File: config.mk
export PLATFORM = sky130hd
export DESIGN_NAME = instruction_set_decoder
export DESIGN_NICKNAME = d
export VERILOG_FILES = /design/src/rtl/instruction_set_decoder_pkg.sv /design/src/rtl/instruction_set_decoder.sv
export SDC_FILE = /design/constraint.sdc
export NUM_CORES = 1
export LEC_CHECK = 0
export BUFFER_PORTS_ARGS = -buffer_cell sky130_fd_sc_hd__buf_2
export CAP_MARGIN = 10
export CORE_MARGIN = 2
export CORE_UTILIZATION = 54
export DETAILED_ROUTE_END_ITERATION = 8
export PLACE_DENSITY = 0.81
export SETUP_SLACK_MARGIN = 0.2
export SYNTH_ARGS = -nofsm -noshare
export SYNTH_HDL_FRONTEND = slang
export SYNTH_SLANG_ARGS = --single-unit
File: constraint.sdc
create_clock -name aclk -period 2.37 [get_ports aclk]
set_input_delay 0.237 -clock aclk [delete_from_list [all_inputs] [get_ports aclk]]
set_output_delay 0.237 -clock aclk [all_outputs]
set_load 0.02 [all_outputs]
File: src/rtl/instruction_set_decoder_pkg.sv
package instruction_set_decoder_pkg;

  localparam int CLK_PERIOD_NS         = 8;
  localparam int OSC_PERIODS_PER_CYCLE = 4;
  localparam int AXI_ADDR_W            = 8;

  localparam logic [7:0] CTRL_OFFSET   = 8'h00;
  localparam logic [7:0] LATCH_OFFSET  = 8'h04;
  localparam logic [7:0] STATUS_OFFSET = 8'h08;
  localparam logic [7:0] WORD_OFFSET   = 8'h0c;
  localparam logic [7:0] COUNT_OFFSET  = 8'h10;

  localparam int CTRL_RUN_BIT        = 0;
  localparam int CTRL_PRESC_TMR_BIT  = 1;
  localparam int LATCH_PC_LSB        = 3;
  localparam int STAT_PHASE_LSB      = 0;
  localparam int STAT_NOP_BIT        = 2;
  localparam int STAT_OP_LSB         = 8;

  localparam logic [1:0] CTRL_RESET  = 2'h0;
  localparam logic [7:0] LATCH_RESET = 8'h00;

  localparam logic [1:0] RESP_OKAY   = 2'h0;
  localparam logic [1:0] RESP_SLVERR = 2'h2;

  localparam logic [1:0] GRP_BYTE    = 2'h0;
  localparam logic [1:0] GRP_BIT     = 2'h1;
  localparam logic [1:0] GRP_BRANCH  = 2'h2;
  localparam logic [1:0] GRP_LITERAL = 2'h3;

  localparam logic [3:0] OP_MISC = 4'h0;
  localparam logic [3:0] OP_CLR  = 4'h1;
  localparam logic [3:0] OP_SUB  = 4'h2;
  localparam logic [3:0] OP_DEC  = 4'h3;
  localparam logic [3:0] OP_IOR  = 4'h4;
  localparam logic [3:0] OP_AND  = 4'h5;
  localparam logic [3:0] OP_XOR  = 4'h6;
  localparam logic [3:0] OP_ADD  = 4'h7;
  localparam logic [3:0] OP_MOV  = 4'h8;
  localparam logic [3:0] OP_COM  = 4'h9;
  localparam logic [3:0] OP_INC  = 4'ha;
  localparam logic [3:0] OP_DSZ  = 4'hb;
  localparam logic [3:0] OP_RRC  = 4'hc;
  localparam logic [3:0] OP_RLC  = 4'hd;
  localparam logic [3:0] OP_SWAP = 4'he;
  localparam logic [3:0] OP_ISZ  = 4'hf;

  localparam logic [7:0] CODE_RETURN = 8'h08;
  localparam logic [7:0] CODE_INTRET = 8'h09;
  localparam logic [7:0] CODE_SLEEP  = 8'h63;
  localparam logic [7:0] CODE_WDT    = 8'h64;

  typedef enum logic [5:0] {
    no_operation, add_acc_to_file, and_acc_with_file, or_acc_with_file,
    xor_acc_with_file, subtract_acc_from_file, increment_file, decrement_file,
    complement_file, move_file, rotate_left_carry, rotate_right_carry,
    swap_nibbles, decrement_skip_zero, increment_skip_zero, clear_file,
    clear_accumulator, store_acc_to_file, bit_clear_op, bit_set_op,
    test_skip_if_clear, test_skip_if_set, add_literal, and_literal,
    or_literal, xor_literal, subtract_from_literal, load_literal,
    return_with_literal, return_op, interrupt_return, call_op, jump_op,
    watchdog_clear, standby_op
  } op_t;

  typedef enum logic [4:0] {
    alu_none, alu_pass_file, alu_pass_acc, alu_pass_lit, alu_zero, alu_add,
    alu_sub, alu_sub_lit, alu_and, alu_or, alu_xor, alu_com, alu_inc,
    alu_dec, alu_rlc, alu_rrc, alu_swap, alu_bclr, alu_bset, alu_btest
  } alu_t;

  typedef struct packed {
    op_t         op;
    alu_t        alu;
    logic [6:0]  file_addr;
    logic [2:0]  bit_sel;
    logic [7:0]  literal;
    logic [12:0] pc_target;
    logic        write_acc;
    logic        write_file;
    logic        reads_file;
    logic        use_literal;
    logic        upd_c;
    logic        upd_dc;
    logic        upd_z;
    logic        force_z;
    logic        pc_load_lit;
    logic        pc_load_stack;
    logic        stack_push;
    logic        set_gie;
    logic        wdt_clear;
    logic        to_set;
    logic        pd_set;
    logic        pd_clear;
    logic        skip_zero;
    logic        skip_bit_clr;
    logic        skip_bit_set;
    logic        two_cycle;
    logic        prescaler_clear;
    logic        read_pins;
  } ctl_t;

endpackage

File: src/rtl/instruction_set_decoder.sv
// Our own choices: the register offsets and the AXI4-Lite register port.
`timescale 1ns/1ns
module instruction_set_decoder
  import instruction_set_decoder_pkg::*;
#(
  parameter int         PHASES     = OSC_PERIODS_PER_CYCLE,
  parameter logic [6:0] TIMER_ADDR = 7'h01,
  parameter logic [6:0] PORT0_ADDR = 7'h05,
  parameter logic [6:0] PORT1_ADDR = 7'h06
) (
  // Clock and reset
  input  wire logic              aclk,
  input  wire logic              aresetn,
  // AXI4-Lite write
  input  wire logic [AXI_ADDR_W-1:0] awaddr,
  input  wire logic              awvalid,
  output logic                   awready,
  input  wire logic [31:0]       wdata,
  input  wire logic [3:0]        wstrb,
  input  wire logic              wvalid,
  output logic                   wready,
  output logic [1:0]             bresp,
  output logic                   bvalid,
  input  wire logic              bready,
  // AXI4-Lite read
  input  wire logic [AXI_ADDR_W-1:0] araddr,
  input  wire logic              arvalid,
  output logic                   arready,
  output logic [31:0]            rdata,
  output logic [1:0]             rresp,
  output logic                   rvalid,
  input  wire logic              rready,
  // Program memory and datapath feedback
  input  wire logic [13:0]       fetch_word,
  input  wire logic              result_zero,
  input  wire logic              tested_bit,
  // Cycle timing
  output logic [1:0]             cycle_phase,
  output logic                   cycle_end,
  output logic                   nop_cycle,
  // Datapath controls
  output op_t                    op_kind,
  output alu_t                   alu_op,
  output logic [6:0]             file_addr,
  output logic [2:0]             bit_sel,
  output logic [7:0]             literal,
  output logic                   use_literal,
  output logic                   write_acc,
  output logic                   write_file,
  output logic                   read_pins,
  // Status flag controls
  output logic                   upd_carry,
  output logic                   upd_half_carry,
  output logic                   upd_zero,
  output logic                   force_zero,
  output logic                   timeout_flag_set,
  output logic                   powerdown_flag_set,
  output logic                   powerdown_flag_clear,
  // Program counter, stack and system
  output logic [12:0]            pc_target,
  output logic                   pc_load_literal,
  output logic                   pc_load_stack,
  output logic                   stack_push,
  output logic                   set_global_interrupt_enable,
  output logic                   watchdog_reset,
  output logic                   prescaler_clear
);

  localparam int PW = (PHASES > 1) ? $clog2(PHASES) : 1;

  if (PHASES != 4) begin : g_check
    $error("instruction_set_decoder: PHASES must be 4");
  end

  logic [PW-1:0] phase_reg;
  logic [1:0]    ctrl_reg;
  logic [7:0]    latch_reg;
  logic [13:0]   word_reg;
  logic [31:0]   count_reg;
  ctl_t          cur_reg;
  ctl_t          dec;
  logic          nop_reg;
  logic          flush;
  logic          run;

  logic [AXI_ADDR_W-1:0] aw_addr_reg;
  logic                  aw_have_reg;
  logic [31:0]           w_data_reg;
  logic [3:0]            w_strb_reg;
  logic                  w_have_reg;
  logic                  bvalid_reg;
  logic [1:0]            bresp_reg;
  logic [31:0]           rdata_reg;
  logic [1:0]            rresp_reg;
  logic                  rvalid_reg;
  logic                  do_write;

  function automatic logic hit(input logic [AXI_ADDR_W-1:0] a, input logic [7:0] off);
    hit = (a[AXI_ADDR_W-1:2] == off[7:2]);
  endfunction

  function automatic logic is_port(input logic [6:0] a);
    is_port = (a == PORT0_ADDR) || (a == PORT1_ADDR);
  endfunction

  assign run = ctrl_reg[CTRL_RUN_BIT];

  // Decode of the word being fetched; bits marked don't-care are never looked at
  always_comb begin
    dec = '0;
    dec.file_addr = fetch_word[6:0];
    dec.bit_sel   = fetch_word[9:7];
    dec.literal   = fetch_word[7:0];
    dec.pc_target = {latch_reg[LATCH_PC_LSB+1:LATCH_PC_LSB], fetch_word[10:0]};
    case (fetch_word[13:12])
      GRP_BYTE: begin
        case (fetch_word[11:8])
          OP_MISC: begin
            if (fetch_word[7]) begin
              dec.op         = store_acc_to_file;
              dec.alu        = alu_pass_acc;
              dec.write_file = 1'b1;
            end else begin
              case (fetch_word[7:0])
                CODE_RETURN: begin
                  dec.op            = return_op;
                  dec.pc_load_stack = 1'b1;
                  dec.two_cycle     = 1'b1;
                end
                CODE_INTRET: begin
                  dec.op            = interrupt_return;
                  dec.pc_load_stack = 1'b1;
                  dec.set_gie       = 1'b1;
                  dec.two_cycle     = 1'b1;
                end
                CODE_WDT: begin
                  dec.op        = watchdog_clear;
                  dec.wdt_clear = 1'b1;
                  dec.to_set    = 1'b1;
                  dec.pd_set    = 1'b1;
                end
                CODE_SLEEP: begin
                  dec.op        = standby_op;
                  dec.wdt_clear = 1'b1;
                  dec.to_set    = 1'b1;
                  dec.pd_clear  = 1'b1;
                end
                default: dec.op = no_operation;
              endcase
            end
          end
          OP_CLR: begin
            dec.alu     = alu_zero;
            dec.upd_z   = 1'b1;
            dec.force_z = 1'b1;
            if (fetch_word[7]) begin
              dec.op         = clear_file;
              dec.write_file = 1'b1;
            end else begin
              dec.op        = clear_accumulator;
              dec.write_acc = 1'b1;
            end
          end
          default: begin
            dec.reads_file = 1'b1;
            dec.write_file = fetch_word[7];
            dec.write_acc  = ~fetch_word[7];
            dec.upd_z      = 1'b1;
            case (fetch_word[11:8])
              OP_ADD: begin
                dec.op     = add_acc_to_file;
                dec.alu    = alu_add;
                dec.upd_c  = 1'b1;
                dec.upd_dc = 1'b1;
              end
              OP_SUB: begin
                dec.op     = subtract_acc_from_file;
                dec.alu    = alu_sub;
                dec.upd_c  = 1'b1;
                dec.upd_dc = 1'b1;
              end
              OP_AND: begin
                dec.op  = and_acc_with_file;
                dec.alu = alu_and;
              end
              OP_IOR: begin
                dec.op  = or_acc_with_file;
                dec.alu = alu_or;
              end
              OP_XOR: begin
                dec.op  = xor_acc_with_file;
                dec.alu = alu_xor;
              end
              OP_INC: begin
                dec.op  = increment_file;
                dec.alu = alu_inc;
              end
              OP_DEC: begin
                dec.op  = decrement_file;
                dec.alu = alu_dec;
              end
              OP_COM: begin
                dec.op  = complement_file;
                dec.alu = alu_com;
              end
              OP_MOV: begin
                dec.op  = move_file;
                dec.alu = alu_pass_file;
              end
              OP_RLC: begin
                dec.op    = rotate_left_carry;
                dec.alu   = alu_rlc;
                dec.upd_z = 1'b0;
                dec.upd_c = 1'b1;
              end
              OP_RRC: begin
                dec.op    = rotate_right_carry;
                dec.alu   = alu_rrc;
                dec.upd_z = 1'b0;
                dec.upd_c = 1'b1;
              end
              OP_SWAP: begin
                dec.op    = swap_nibbles;
                dec.alu   = alu_swap;
                dec.upd_z = 1'b0;
              end
              OP_DSZ: begin
                dec.op        = decrement_skip_zero;
                dec.alu       = alu_dec;
                dec.upd_z     = 1'b0;
                dec.skip_zero = 1'b1;
              end
              default: begin
                dec.op        = increment_skip_zero;
                dec.alu       = alu_inc;
                dec.upd_z     = 1'b0;
                dec.skip_zero = 1'b1;
              end
            endcase
          end
        endcase
      end
      GRP_BIT: begin
        dec.reads_file = 1'b1;
        case (fetch_word[11:10])
          2'h0: begin
            dec.op         = bit_clear_op;
            dec.alu        = alu_bclr;
            dec.write_file = 1'b1;
          end
          2'h1: begin
            dec.op         = bit_set_op;
            dec.alu        = alu_bset;
            dec.write_file = 1'b1;
          end
          2'h2: begin
            dec.op           = test_skip_if_clear;
            dec.alu          = alu_btest;
            dec.skip_bit_clr = 1'b1;
          end
          default: begin
            dec.op           = test_skip_if_set;
            dec.alu          = alu_btest;
            dec.skip_bit_set = 1'b1;
          end
        endcase
      end
      GRP_BRANCH: begin
        dec.pc_load_lit = 1'b1;
        dec.two_cycle   = 1'b1;
        dec.op          = fetch_word[11] ? jump_op : call_op;
        dec.stack_push  = ~fetch_word[11];
      end
      default: begin
        dec.use_literal = 1'b1;
        dec.write_acc   = 1'b1;
        dec.upd_z       = 1'b1;
        case (fetch_word[11:10])
          2'h0: begin
            dec.op    = load_literal;
            dec.alu   = alu_pass_lit;
            dec.upd_z = 1'b0;
          end
          2'h1: begin
            dec.op            = return_with_literal;
            dec.alu           = alu_pass_lit;
            dec.upd_z         = 1'b0;
            dec.pc_load_stack = 1'b1;
            dec.two_cycle     = 1'b1;
          end
          2'h2: begin
            case (fetch_word[9:8])
              2'h0: begin
                dec.op  = or_literal;
                dec.alu = alu_or;
              end
              2'h1: begin
                dec.op  = and_literal;
                dec.alu = alu_and;
              end
              2'h2: begin
                dec.op  = xor_literal;
                dec.alu = alu_xor;
              end
              default: dec = '0;
            endcase
          end
          default: begin
            dec.op     = fetch_word[9] ? add_literal : subtract_from_literal;
            dec.alu    = fetch_word[9] ? alu_add : alu_sub_lit;
            dec.upd_c  = 1'b1;
            dec.upd_dc = 1'b1;
          end
        endcase
      end
    endcase
    dec.read_pins = dec.reads_file & dec.write_file & is_port(dec.file_addr);
    dec.prescaler_clear = ctrl_reg[CTRL_PRESC_TMR_BIT] & dec.write_file &
                          (dec.file_addr == TIMER_ADDR);
  end

  assign flush = cur_reg.two_cycle |
                 (cur_reg.skip_zero & result_zero) |
                 (cur_reg.skip_bit_clr & ~tested_bit) |
                 (cur_reg.skip_bit_set & tested_bit);

  assign cycle_end = run && (phase_reg == PW'(PHASES - 1));

  // Four clock periods make one instruction cycle
  always_ff @(posedge aclk) begin
    if (!aresetn || !run) begin
      phase_reg <= '0;
    end else begin
      phase_reg <= cycle_end ? '0 : phase_reg + PW'(1);
    end
  end

  // The next word is taken at the end of each cycle, or replaced by a nop cycle
  always_ff @(posedge aclk) begin
    if (!aresetn || !run) begin
      cur_reg  <= '0;
      nop_reg  <= 1'b0;
      word_reg <= 14'h0000;
    end else if (cycle_end) begin
      if (flush) begin
        cur_reg <= '0;
        nop_reg <= 1'b1;
      end else begin
        cur_reg  <= dec;
        nop_reg  <= 1'b0;
        word_reg <= fetch_word;
      end
    end
  end

  always_ff @(posedge aclk) begin
    if (!aresetn) begin
      count_reg <= 32'h0000_0000;
    end else if (cycle_end) begin
      count_reg <= count_reg + 32'h0000_0001;
    end
  end

  // AXI4-Lite slave: address and data taken in either order
  assign awready  = !aw_have_reg && !bvalid_reg;
  assign wready   = !w_have_reg && !bvalid_reg;
  assign arready  = !rvalid_reg;
  assign do_write = aw_have_reg && w_have_reg && !bvalid_reg;

  always_ff @(posedge aclk) begin
    if (!aresetn) begin
      aw_have_reg <= 1'b0;
      aw_addr_reg <= '0;
      w_have_reg  <= 1'b0;
      w_data_reg  <= 32'h0000_0000;
      w_strb_reg  <= 4'h0;
      bvalid_reg  <= 1'b0;
      bresp_reg   <= RESP_OKAY;
    end else begin
      if (awvalid && awready) begin
        aw_have_reg <= 1'b1;
        aw_addr_reg <= awaddr;
      end
      if (wvalid && wready) begin
        w_have_reg <= 1'b1;
        w_data_reg <= wdata;
        w_strb_reg <= wstrb;
      end
      if (do_write) begin
        aw_have_reg <= 1'b0;
        w_have_reg  <= 1'b0;
        bvalid_reg  <= 1'b1;
        bresp_reg   <= (hit(aw_addr_reg, CTRL_OFFSET) || hit(aw_addr_reg, LATCH_OFFSET) ||
                        hit(aw_addr_reg, STATUS_OFFSET) || hit(aw_addr_reg, WORD_OFFSET) ||
                        hit(aw_addr_reg, COUNT_OFFSET)) ? RESP_OKAY : RESP_SLVERR;
      end else if (bvalid_reg && bready) begin
        bvalid_reg <= 1'b0;
      end
    end
  end

  always_ff @(posedge aclk) begin
    if (!aresetn) begin
      ctrl_reg  <= CTRL_RESET;
      latch_reg <= LATCH_RESET;
    end else if (do_write && w_strb_reg[0]) begin
      if (hit(aw_addr_reg, CTRL_OFFSET)) begin
        ctrl_reg <= w_data_reg[1:0];
      end
      if (hit(aw_addr_reg, LATCH_OFFSET)) begin
        latch_reg <= w_data_reg[7:0];
      end
    end
  end

  always_ff @(posedge aclk) begin
    if (!aresetn) begin
      rvalid_reg <= 1'b0;
      rdata_reg  <= 32'h0000_0000;
      rresp_reg  <= RESP_OKAY;
    end else if (arvalid && arready) begin
      rvalid_reg <= 1'b1;
      rresp_reg  <= RESP_OKAY;
      rdata_reg  <= 32'h0000_0000;
      if (hit(araddr, CTRL_OFFSET)) begin
        rdata_reg[1:0] <= ctrl_reg;
      end else if (hit(araddr, LATCH_OFFSET)) begin
        rdata_reg[7:0] <= latch_reg;
      end else if (hit(araddr, STATUS_OFFSET)) begin
        rdata_reg[STAT_PHASE_LSB+1:STAT_PHASE_LSB] <= phase_reg;
        rdata_reg[STAT_NOP_BIT]                    <= nop_reg;
        rdata_reg[STAT_OP_LSB+5:STAT_OP_LSB]       <= cur_reg.op;
      end else if (hit(araddr, WORD_OFFSET)) begin
        rdata_reg[13:0] <= word_reg;
      end else if (hit(araddr, COUNT_OFFSET)) begin
        rdata_reg <= count_reg;
      end else begin
        rresp_reg <= RESP_SLVERR;
      end
    end else if (rvalid_reg && rready) begin
      rvalid_reg <= 1'b0;
    end
  end

  assign bvalid = bvalid_reg;
  assign bresp  = bresp_reg;
  assign rvalid = rvalid_reg;
  assign rdata  = rdata_reg;
  assign rresp  = rresp_reg;

  assign cycle_phase                 = phase_reg;
  assign nop_cycle                   = nop_reg;
  assign op_kind                     = cur_reg.op;
  assign alu_op                      = cur_reg.alu;
  assign file_addr                   = cur_reg.file_addr;
  assign bit_sel                     = cur_reg.bit_sel;
  assign literal                     = cur_reg.literal;
  assign use_literal                 = cur_reg.use_literal;
  assign write_acc                   = cur_reg.write_acc;
  assign write_file                  = cur_reg.write_file;
  assign read_pins                   = cur_reg.read_pins;
  assign upd_carry                   = cur_reg.upd_c;
  assign upd_half_carry              = cur_reg.upd_dc;
  assign upd_zero                    = cur_reg.upd_z;
  assign force_zero                  = cur_reg.force_z;
  assign timeout_flag_set            = cur_reg.to_set;
  assign powerdown_flag_set          = cur_reg.pd_set;
  assign powerdown_flag_clear        = cur_reg.pd_clear;
  assign pc_target                   = cur_reg.pc_target;
  assign pc_load_literal             = cur_reg.pc_load_lit;
  assign pc_load_stack               = cur_reg.pc_load_stack;
  assign stack_push                  = cur_reg.stack_push;
  assign set_global_interrupt_enable = cur_reg.set_gie;
  assign watchdog_reset              = cur_reg.wdt_clear;
  assign prescaler_clear             = cur_reg.prescaler_clear;

endmodule // instruction_set_decoder

==> run metrics, run 1 <==
Post-DP Area 0.00786 sq mm; mapped cell area 0.00723 sq mm; RSZ-0062 raised after global routing no; VDD IR max 0.429 mV; clock share of power 0.457; first-pass GRT wire length 30.7 mm; Layout Cell Area excl Fill 0.00843 sq mm; Detail Route Antenna Nets 0; power per cell area 675 mW/mm^2; clock skew 7.50 ps; WP data required 2740 ps; Worst setup EP type flop; logic gate share of total power 0.073; H-tree depth 4; All-Layer GR Usage 0.269; Max Fclk 521 MHz; input/output buffers 145; final wirelength 19.0 mm; Via density 5.68; ys flop type dfxtp_1; Synth Instances 866; initial antenna violation count 0; final setup fails 0; total negative slack 0 ps; WS Path Type flop to flop; Die Y-Extent 120 um; CP Cell Sequence ha_1 > nand2_1 > buf_4 > nor4bb_2 > buf_4 > and3_1 > a22o_1; fin crit share 0.810; IO Count 179; TritonCTS clock tree done; Critical Path Max Stage Delay 380 ps; Arrival @ worst endpoint 2290 ps; clk sinks 156; Post-DP HPWL 13.5 mm; crit path launch type flop; Hold WS 39.8 ps; endpoints failing hold 0; Avg Inst Size Synth 8.35 sq um; most frequent cells in the layout 156 x dfxtp_1, 145 x buf_2, 99 x nand2_1, 93 x nor2_1, 75 x a21oi_1; DIE WIDTH 120 um; most common cell after layout, fill and taps aside dfxtp_1; global route total overflow 0; effective utilization at floorplan 0.551; Layout Area Growth over Synthesis 16.5%; drt drc 0; filler instances 1130; crit path max fanout 15; Post CTS Setup Buffer Count 0; Net Sw Power 1410 uW; n_diodes 0; Max-Cap Viols 0; largest net degree at the start of global routing 57; sw frac 0.248; NumNets Final 1047; synth warn 0; run status finished clean; std cell rows 42; Clock Latency Late Sink 430 ps; RD Place Congestion 0.913; Worst-Margin Slew 602 ps; DR iter-0 viols 423; Worst-path clk slew 60 ps; TritonRoute pass-1 iters 5; Clock Tree Buf Depth 2; total die area 0.0143 sq mm; Critical-path top delay cell dfxtp_1; CTS Root Buffer Type clkbuf_16; final slew viol count 0; most used cell, CP buf_4; CP bufs+invs 2; number of different library cells in the post-synthesis netlist 61; via count 6550; Slew headroom 0.598; Post-synth ARST share 0; Hold/Removal Path Class input pin to flop; DR WL/cell 16.5 um; register area share after synthesis 0.432; CTS buffer count 17; cell family with most CP delay simple AND/OR/NAND/NOR gates; Post-synth EDFFs 0; fraction of layout cells with a size suffix above 1 0.223; core region area 0.0131 sq mm; number of global-route vias before repair 6127; Sequential Power Share 0.470; minimum clock period 1920 ps; Synth Register Bits 156; Internal Power 4270 uW; leak pwr 0.00355 uW
-- power groups by stage --
stage | clock (uW) | sequential (uW) | combinational (uW)
2_1_floorplan | 0 | 2740 | 262
3_3_place_gp | 0 | 2730 | 405
3_5_place_dp | 0 | 2730 | 408
4_1_cts | 2610 | 2670 | 411
5_1_grt | 2730 | 2680 | 457
6_report | 2600 | 2670 | 417
-- cells in the mapped netlist, drive strengths merged, types with 8 or more instances --
cell / n / area, sq um
nor4: 11 / 87.6
ha: 8 / 100
o21ai: 52 / 260
nand2: 99 / 372
nand4: 14 / 87.6
buf: 57 / 409
nand3: 38 / 190
a21oi: 75 / 375
nor3: 11 / 60.1
mux2i: 24 / 240
inv: 17 / 63.8
a22o: 30 / 263
dfxtp: 156 / 3120
nor2: 95 / 357
clkbuf: 41 / 154
xor2: 21 / 184
-- metal layers --
layer,vias to the layer above,share of wire,GRT usage
li1,3219,-,-
met5,-,0,0
met4,0,0.022,0.107
met1,3054,0.41,0.336
met3,33,0.070,0.0604
met2,244,0.49,0.450
-- what timing repair did --
action                     in CTS  in global routing
setup endpoints to repair       1                  0
hold endpoints to repair        1                  0
resized for setup               1                  0
hold buffers                    1                  0
-- area by class of cell --
cell class / count / area, sq um / share of cell area
clock inverter: 12 / 113 / 0.0134
sequential: 156 / 3120 / 0.371
timing repair buffer: 176 / 961 / 0.114
inverter: 17 / 63.8 / 0.00757
clock buffer: 20 / 447 / 0.0530
tap: 176 / 220 / 0.0261
multi-input combinational: 596 / 3500 / 0.415
-- logic make-up after synthesis --
kind of cell / share of synthesized area
buf+inv: 0.0867
simple gates: 0.212
compound gates: 0.188
flops: 0.432
fa+ha+maj: 0.0138
xor+xnor: 0.0339
mux: 0.0332
other cells: 0.000518
-- worst paths after layout --
check / start / end / slack [ps] / depth (start not counted)
setup / recovery: cycle_phase[0] / op_kind[3] / 450 / 7
hold / removal: wdata[2] / w_data_reg[2] / 40 / 3
setup reg to reg: cycle_phase[0] / op_kind[3] / 450 / 7
hold reg to reg: rdata[21] / rdata[21] / 450 / 2
-- tightest hold or removal path: stages --
cell and delay, ps:
buf_2 90, nand2_1 40, a21oi_1 50
-- per-stage QoR --
stage,cells,worst slack (ps),utilization,total power [uW]
after floorplan,867,395,-,3000
after global placement,1120,174,0.598,3130
after detailed placement,1120,121,0.598,3140
after CTS,1153,454,0.642,5700
after global routing,1153,293,0.642,5860
final,1153,451,0.642,5690
No activity file was read; power rests on OpenSTA's default activity.
==> inputs of run 2 (changes only) <==
==> constraint.sdc (replaced) <==
create_clock -name aclk -period 1.9 [get_ports aclk]
set_input_delay 0.19 -clock aclk [delete_from_list [all_inputs] [get_ports aclk]]
set_output_delay 0.19 -clock aclk [all_outputs]
set_load 0.02 [all_outputs]
==> run 2 against run 1 <==
  * Clock power is 30% higher
  * Combinational power up 49%
  * Global-route usage up 1.6 points
  * Flip-flop and latch count unchanged
  * Die area did not move
  * Utilization up 5.0 points
  * Count of clock-buffer cells in the layout fell by 3
  * First-iteration DRC count increased by 35%
  * Design area is 7.9% higher
  * Sequential power is 25% higher
  * Critical path type is now flop to output pin
  * Largest power group is now the clock network
==> run metrics, run 2 (synthesis results as in run 1) <==
DIE WIDTH 120 um; Critical Path Max Stage Delay 360 ps; DR iter-0 viols 572; global route total overflow 0; Clock Latency Late Sink 430 ps; first-pass GRT wire length 32.5 mm; TritonCTS clock tree done; input/output buffers 145; drt drc 0; fin util 0.692; final setup fails 0; fin crit share 0.871; most frequent cells in the layout 146 x dfxtp_1, 144 x buf_2, 97 x nand2_1, 92 x nor2_1, 74 x a21oi_1; H-tree depth 4; DR WL/cell 16.9 um; Worst-path clk slew 60 ps; DR WL met3 1.19 mm; Worst-Margin Slew 534 ps; via count 6904; minimum clock period 1650 ps; worst hold path depth 3; Detail Route Antenna Nets 0; final slew viol count 0; largest net degree at the start of global routing 86; Via density 5.72; highest routed layer met4; M1 WL 8.60 mm; Layout Area Growth over Synthesis 25.7%; CTS buffer count 17; RSZ-0062 raised after global routing yes; WS Path Type flop to output pin; Max Fclk 604 MHz; TritonRoute pass-1 iters 8; n_diodes 0; Worst setup EP type output pin; run status finished clean; fin worst setup slack 246 ps; Max-Cap Viols 0; number of global-route vias before repair 6573; RD Place Congestion 0.893; Hold WS 15.2 ps; Worst Min Path Start awaddr[2]; initial antenna violation count 0; most common cell after layout, fill and taps aside dfxtp_1; CTS Root Buffer Type clkbuf_16; effective utilization at floorplan 0.551; clock skew 8.90 ps; crit path max fanout 8; Min-Delay Endpoint aw_addr_reg[2]; VDD IR max 0.537 mV; Worst R2R End powerdown_flag_clear; Place WS -66.7 ps; WP data required 1710 ps; worst r2r src ctrl_reg[0]; NumNets Final 1101; metal2 WL 9.98 mm; crit path launch cycle_phase[0]; fraction of layout cells with a size suffix above 1 0.281; clk sinks 156; Slew headroom 0.643; Post-DP HPWL 14.1 mm; endpoints failing hold 0; final wirelength 20.3 mm; std cell rows 42; power per cell area 807 mW/mm^2; CP Cell Sequence ha_4 > nand2_4 > inv_2 > buf_4 > clkbuf_4; Die Y-Extent 120 um; Critical-path top delay cell dfxtp_4; Clock Tree Buf Depth 2; Arrival @ worst endpoint 1460 ps; core region area 0.0131 sq mm; leak pwr 0.00389 uW; R2R cell count 6; flop-to-flop setup slack 250 ps; crit path launch type flop; Hold/Removal Path Class input pin to flop; All-Layer GR Usage 0.284; IO Count 179; total die area 0.0143 sq mm
## run 2: final cells by class
type	count	area (sq um)
Timing Repair Buffer	230	1450
Clock buffer	17	425
Clock inverter	15	165
Inverter	17	73.8
Sequential cell	156	3140
Fill cell	1069	4050
Multi-Input combinational cell	596	3620
Tap cell	176	220
## run 2: how the worst max path moves through the flow
| stage | to |
|---|---|
| after floorplan | op_kind[5] |
| after CTS | cur_reg[5] |
| after detailed placement | op_kind[2] |
| after global placement | op_kind[1] |
| after global routing | powerdown_flag_clear |
| final | cycle_end |
## run 2: repair_timing
| action | CTS | global route |
|---|---|---|
| endpoints found under the setup margin | 29 | 47 |
| gates resized for setup | 7 | 18 |
| hold endpoints to repair | 10 | 0 |
| buffers inserted | 4 | 3 |
| pin swaps | 3 | 5 |
| hold buffers | 10 | 0 |
## run 2: stage by stage
stage                     TNS, ps  cells  total power, uW  area (sq um)
final                           0   1207             7340          9090
after global routing            0   1207             7550          9090
after CTS                       0   1204             7360          9000
after detailed placement     -505   1158             4000          8250
after global placement      -50.2   1158             3990          8250
after floorplan                 0    867             3750          7300
## run 2: power by group
group | leakage, uW | total [uW] | switching (uW) | internal (uW)
sequential | 0.00127 | 3330 | 28.6 | 3310
clock | 0.000285 | 3380 | 1510 | 1870
combinational | 0.00234 | 621 | 379 | 242
## run 2: worst max-delay path, delay by kind of cell (launching register included)
family | cells | cell delay [ps]
fa+ha+maj | 1 | 180
simple gates | 1 | 130
flops | 1 | 360
buf+inv | 3 | 370
## run 2: routing by layer
metal	vias to the layer above	GRT usage
met4	0	0.124
met3	55	0.0556
met2	275	0.486
met1	3247	0.347
met5	-	0
li1	3327	-
==> inputs of run 3 (changes only) <==
--- a/config.mk
+++ b/config.mk
@@ -8,9 +8,9 @@
 export BUFFER_PORTS_ARGS = -buffer_cell sky130_fd_sc_hd__buf_2
 export CAP_MARGIN = 10
 export CORE_MARGIN = 2
-export CORE_UTILIZATION = 54
+export CORE_UTILIZATION = 50
 export DETAILED_ROUTE_END_ITERATION = 8
-export PLACE_DENSITY = 0.81
+export PLACE_DENSITY = 0.76
 export SETUP_SLACK_MARGIN = 0.2
 export SYNTH_ARGS = -nofsm -noshare
 export SYNTH_HDL_FRONTEND = slang
==> run 3 against run 2 <==
  * Count of clock-buffer cells in the layout grew 3
  * Wire length grew 0.19%
  * Largest cell class unchanged
  * Design area grew 1.0%
  * Critical endpoint unchanged
  * Largest power group unchanged
==> run metrics, run 3 (synthesis results as in run 1) <==
run status finished clean; Max Fclk 607 MHz; Via density 5.56; n_diodes 0; Post-DP HPWL 14.2 mm; Worst setup EP type output pin; endpoints failing hold 0; Die Y-Extent 124 um; Sequential Power Share 0.430; initial antenna violation count 0; std cell rows 43; worst r2r src bvalid; RD Place Congestion 0.922; DR iter-0 viols 493; Max-Cap Viols 0; number of global-route vias before repair 6342; Detail Route Antenna Nets 0; global route total overflow 0; Clock Latency Late Sink 430 ps; Arrival @ worst endpoint 1460 ps; TritonCTS clock tree done; fin cells 1215; total power draw 7750 uW; logic gate share of total power 0.079; final slew viol count 0; Hold/Removal Path Class input pin to flop; All-Layer GR Usage 0.259; placed insts 1161; first-pass GRT wire length 32.8 mm; minimum clock period 1650 ps; Clock Tree Buf Depth 2; total die area 0.0154 sq mm; sequential cell area 0.00314 sq mm; largest net degree at the start of global routing 57; final wirelength 20.4 mm; final setup fails 0; WS Path Type flop to output pin; Worst-Margin Slew 563 ps; DR WL/cell 16.8 um; clock share of power 0.491; sw frac 0.235; TritonRoute pass-1 iters 7; Slew headroom 0.625; crit path max fanout 5; CTS Root Buffer Type clkbuf_16; IO Count 179; Layout Area Growth over Synthesis 27.0%; input/output buffers 145; clock skew 7.09 ps; Internal Power 5930 uW; crit path launch type flop; DIE WIDTH 124 um; fraction of layout cells with a size suffix above 1 0.284; H-tree depth 4; clk sinks 156; power per cell area 844 mW/mm^2; crit path launch cycle_phase[0]; most frequent cells in the layout 146 x dfxtp_1, 144 x buf_2, 96 x nand2_1, 91 x nor2_1, 74 x a21oi_1; effective utilization at floorplan 0.517; most common cell after layout, fill and taps aside dfxtp_1; filler instances 1201; CTS buffer count 17; core region area 0.0140 sq mm; leak pwr 0.00394 uW; Hold WS 10.1 ps; Multi-input gate area 0.00363 sq mm; drt drc 0; fin crit share 0.867; via count 6750; Worst Min Path Start bready; Net Sw Power 1820 uW; RSZ-0062 raised after global routing yes; VDD IR max 0.661 mV; WP data required 1710 ps; Worst-path clk slew 60 ps; NumNets Final 1105
## run 3: repair_timing
item / CTS / global route
pin swaps: 0 / 8
hold endpoints to repair: 11 / 0
hold buffers: 11 / 0
endpoints found under the setup margin: 26 / 75
buffers inserted: 0 / 11
resized for setup: 4 / 28
## run 3: power by group through the flow
stage	registers (uW)	logic, uW	clock network (uW)
floorplan	3420	331	0
global placement	3410	575	0
detailed placement	3410	574	0
CTS	3340	596	3850
global route	3340	666	3990
finish	3330	612	3800
## run 3: layer usage
metal,routed length (um),share of wire,vias to the layer above,GRT usage
met5,0,0,-,0
met4,488,0.024,0,0.104
met3,1160,0.057,43,0.0528
met2,9890,0.49,233,0.425
met1,8850,0.43,3143,0.334
li1,-,-,3331,-
## run 3: worst paths after layout
check	endpoint	slack, ps	cells after the start
setup / recovery	cycle_end	250	5
hold / removal	bvalid	10	3
setup reg to reg	latch_reg[4]	260	6
hold reg to reg	rdata[22]	450	2
## run 3: metrics by stage
stage / area, sq um / setup WS, ps / util / TNS (ps)
2_1_floorplan: 7300 / 200 / - / 0
3_3_place_gp: 8210 / -3.37 / 0.587 / -3.37
3_5_place_dp: 8210 / -30.2 / 0.587 / -286
4_1_cts: 8990 / 189 / 0.643 / 0
5_1_grt: 9180 / 159 / 0.656 / 0
6_report: 9180 / 253 / 0.656 / 0
## run 3: worst max-delay path: stages (launching register included)
cell and delay (ps):
dfxtp_2 370, ha_4 170, nand2_2 90, inv_2 70
buf_4 140, clkbuf_4 180
## run 3: cell type report
class | instances | share of cell area
Inverter | 17 | 0.00804
Multi-Input combinational cell | 596 | 0.396
Clock buffer | 20 | 0.0486
Sequential cell | 156 | 0.342
Timing Repair Buffer | 234 | 0.158
Tap cell | 180 | 0.0245
Clock inverter | 12 | 0.0226
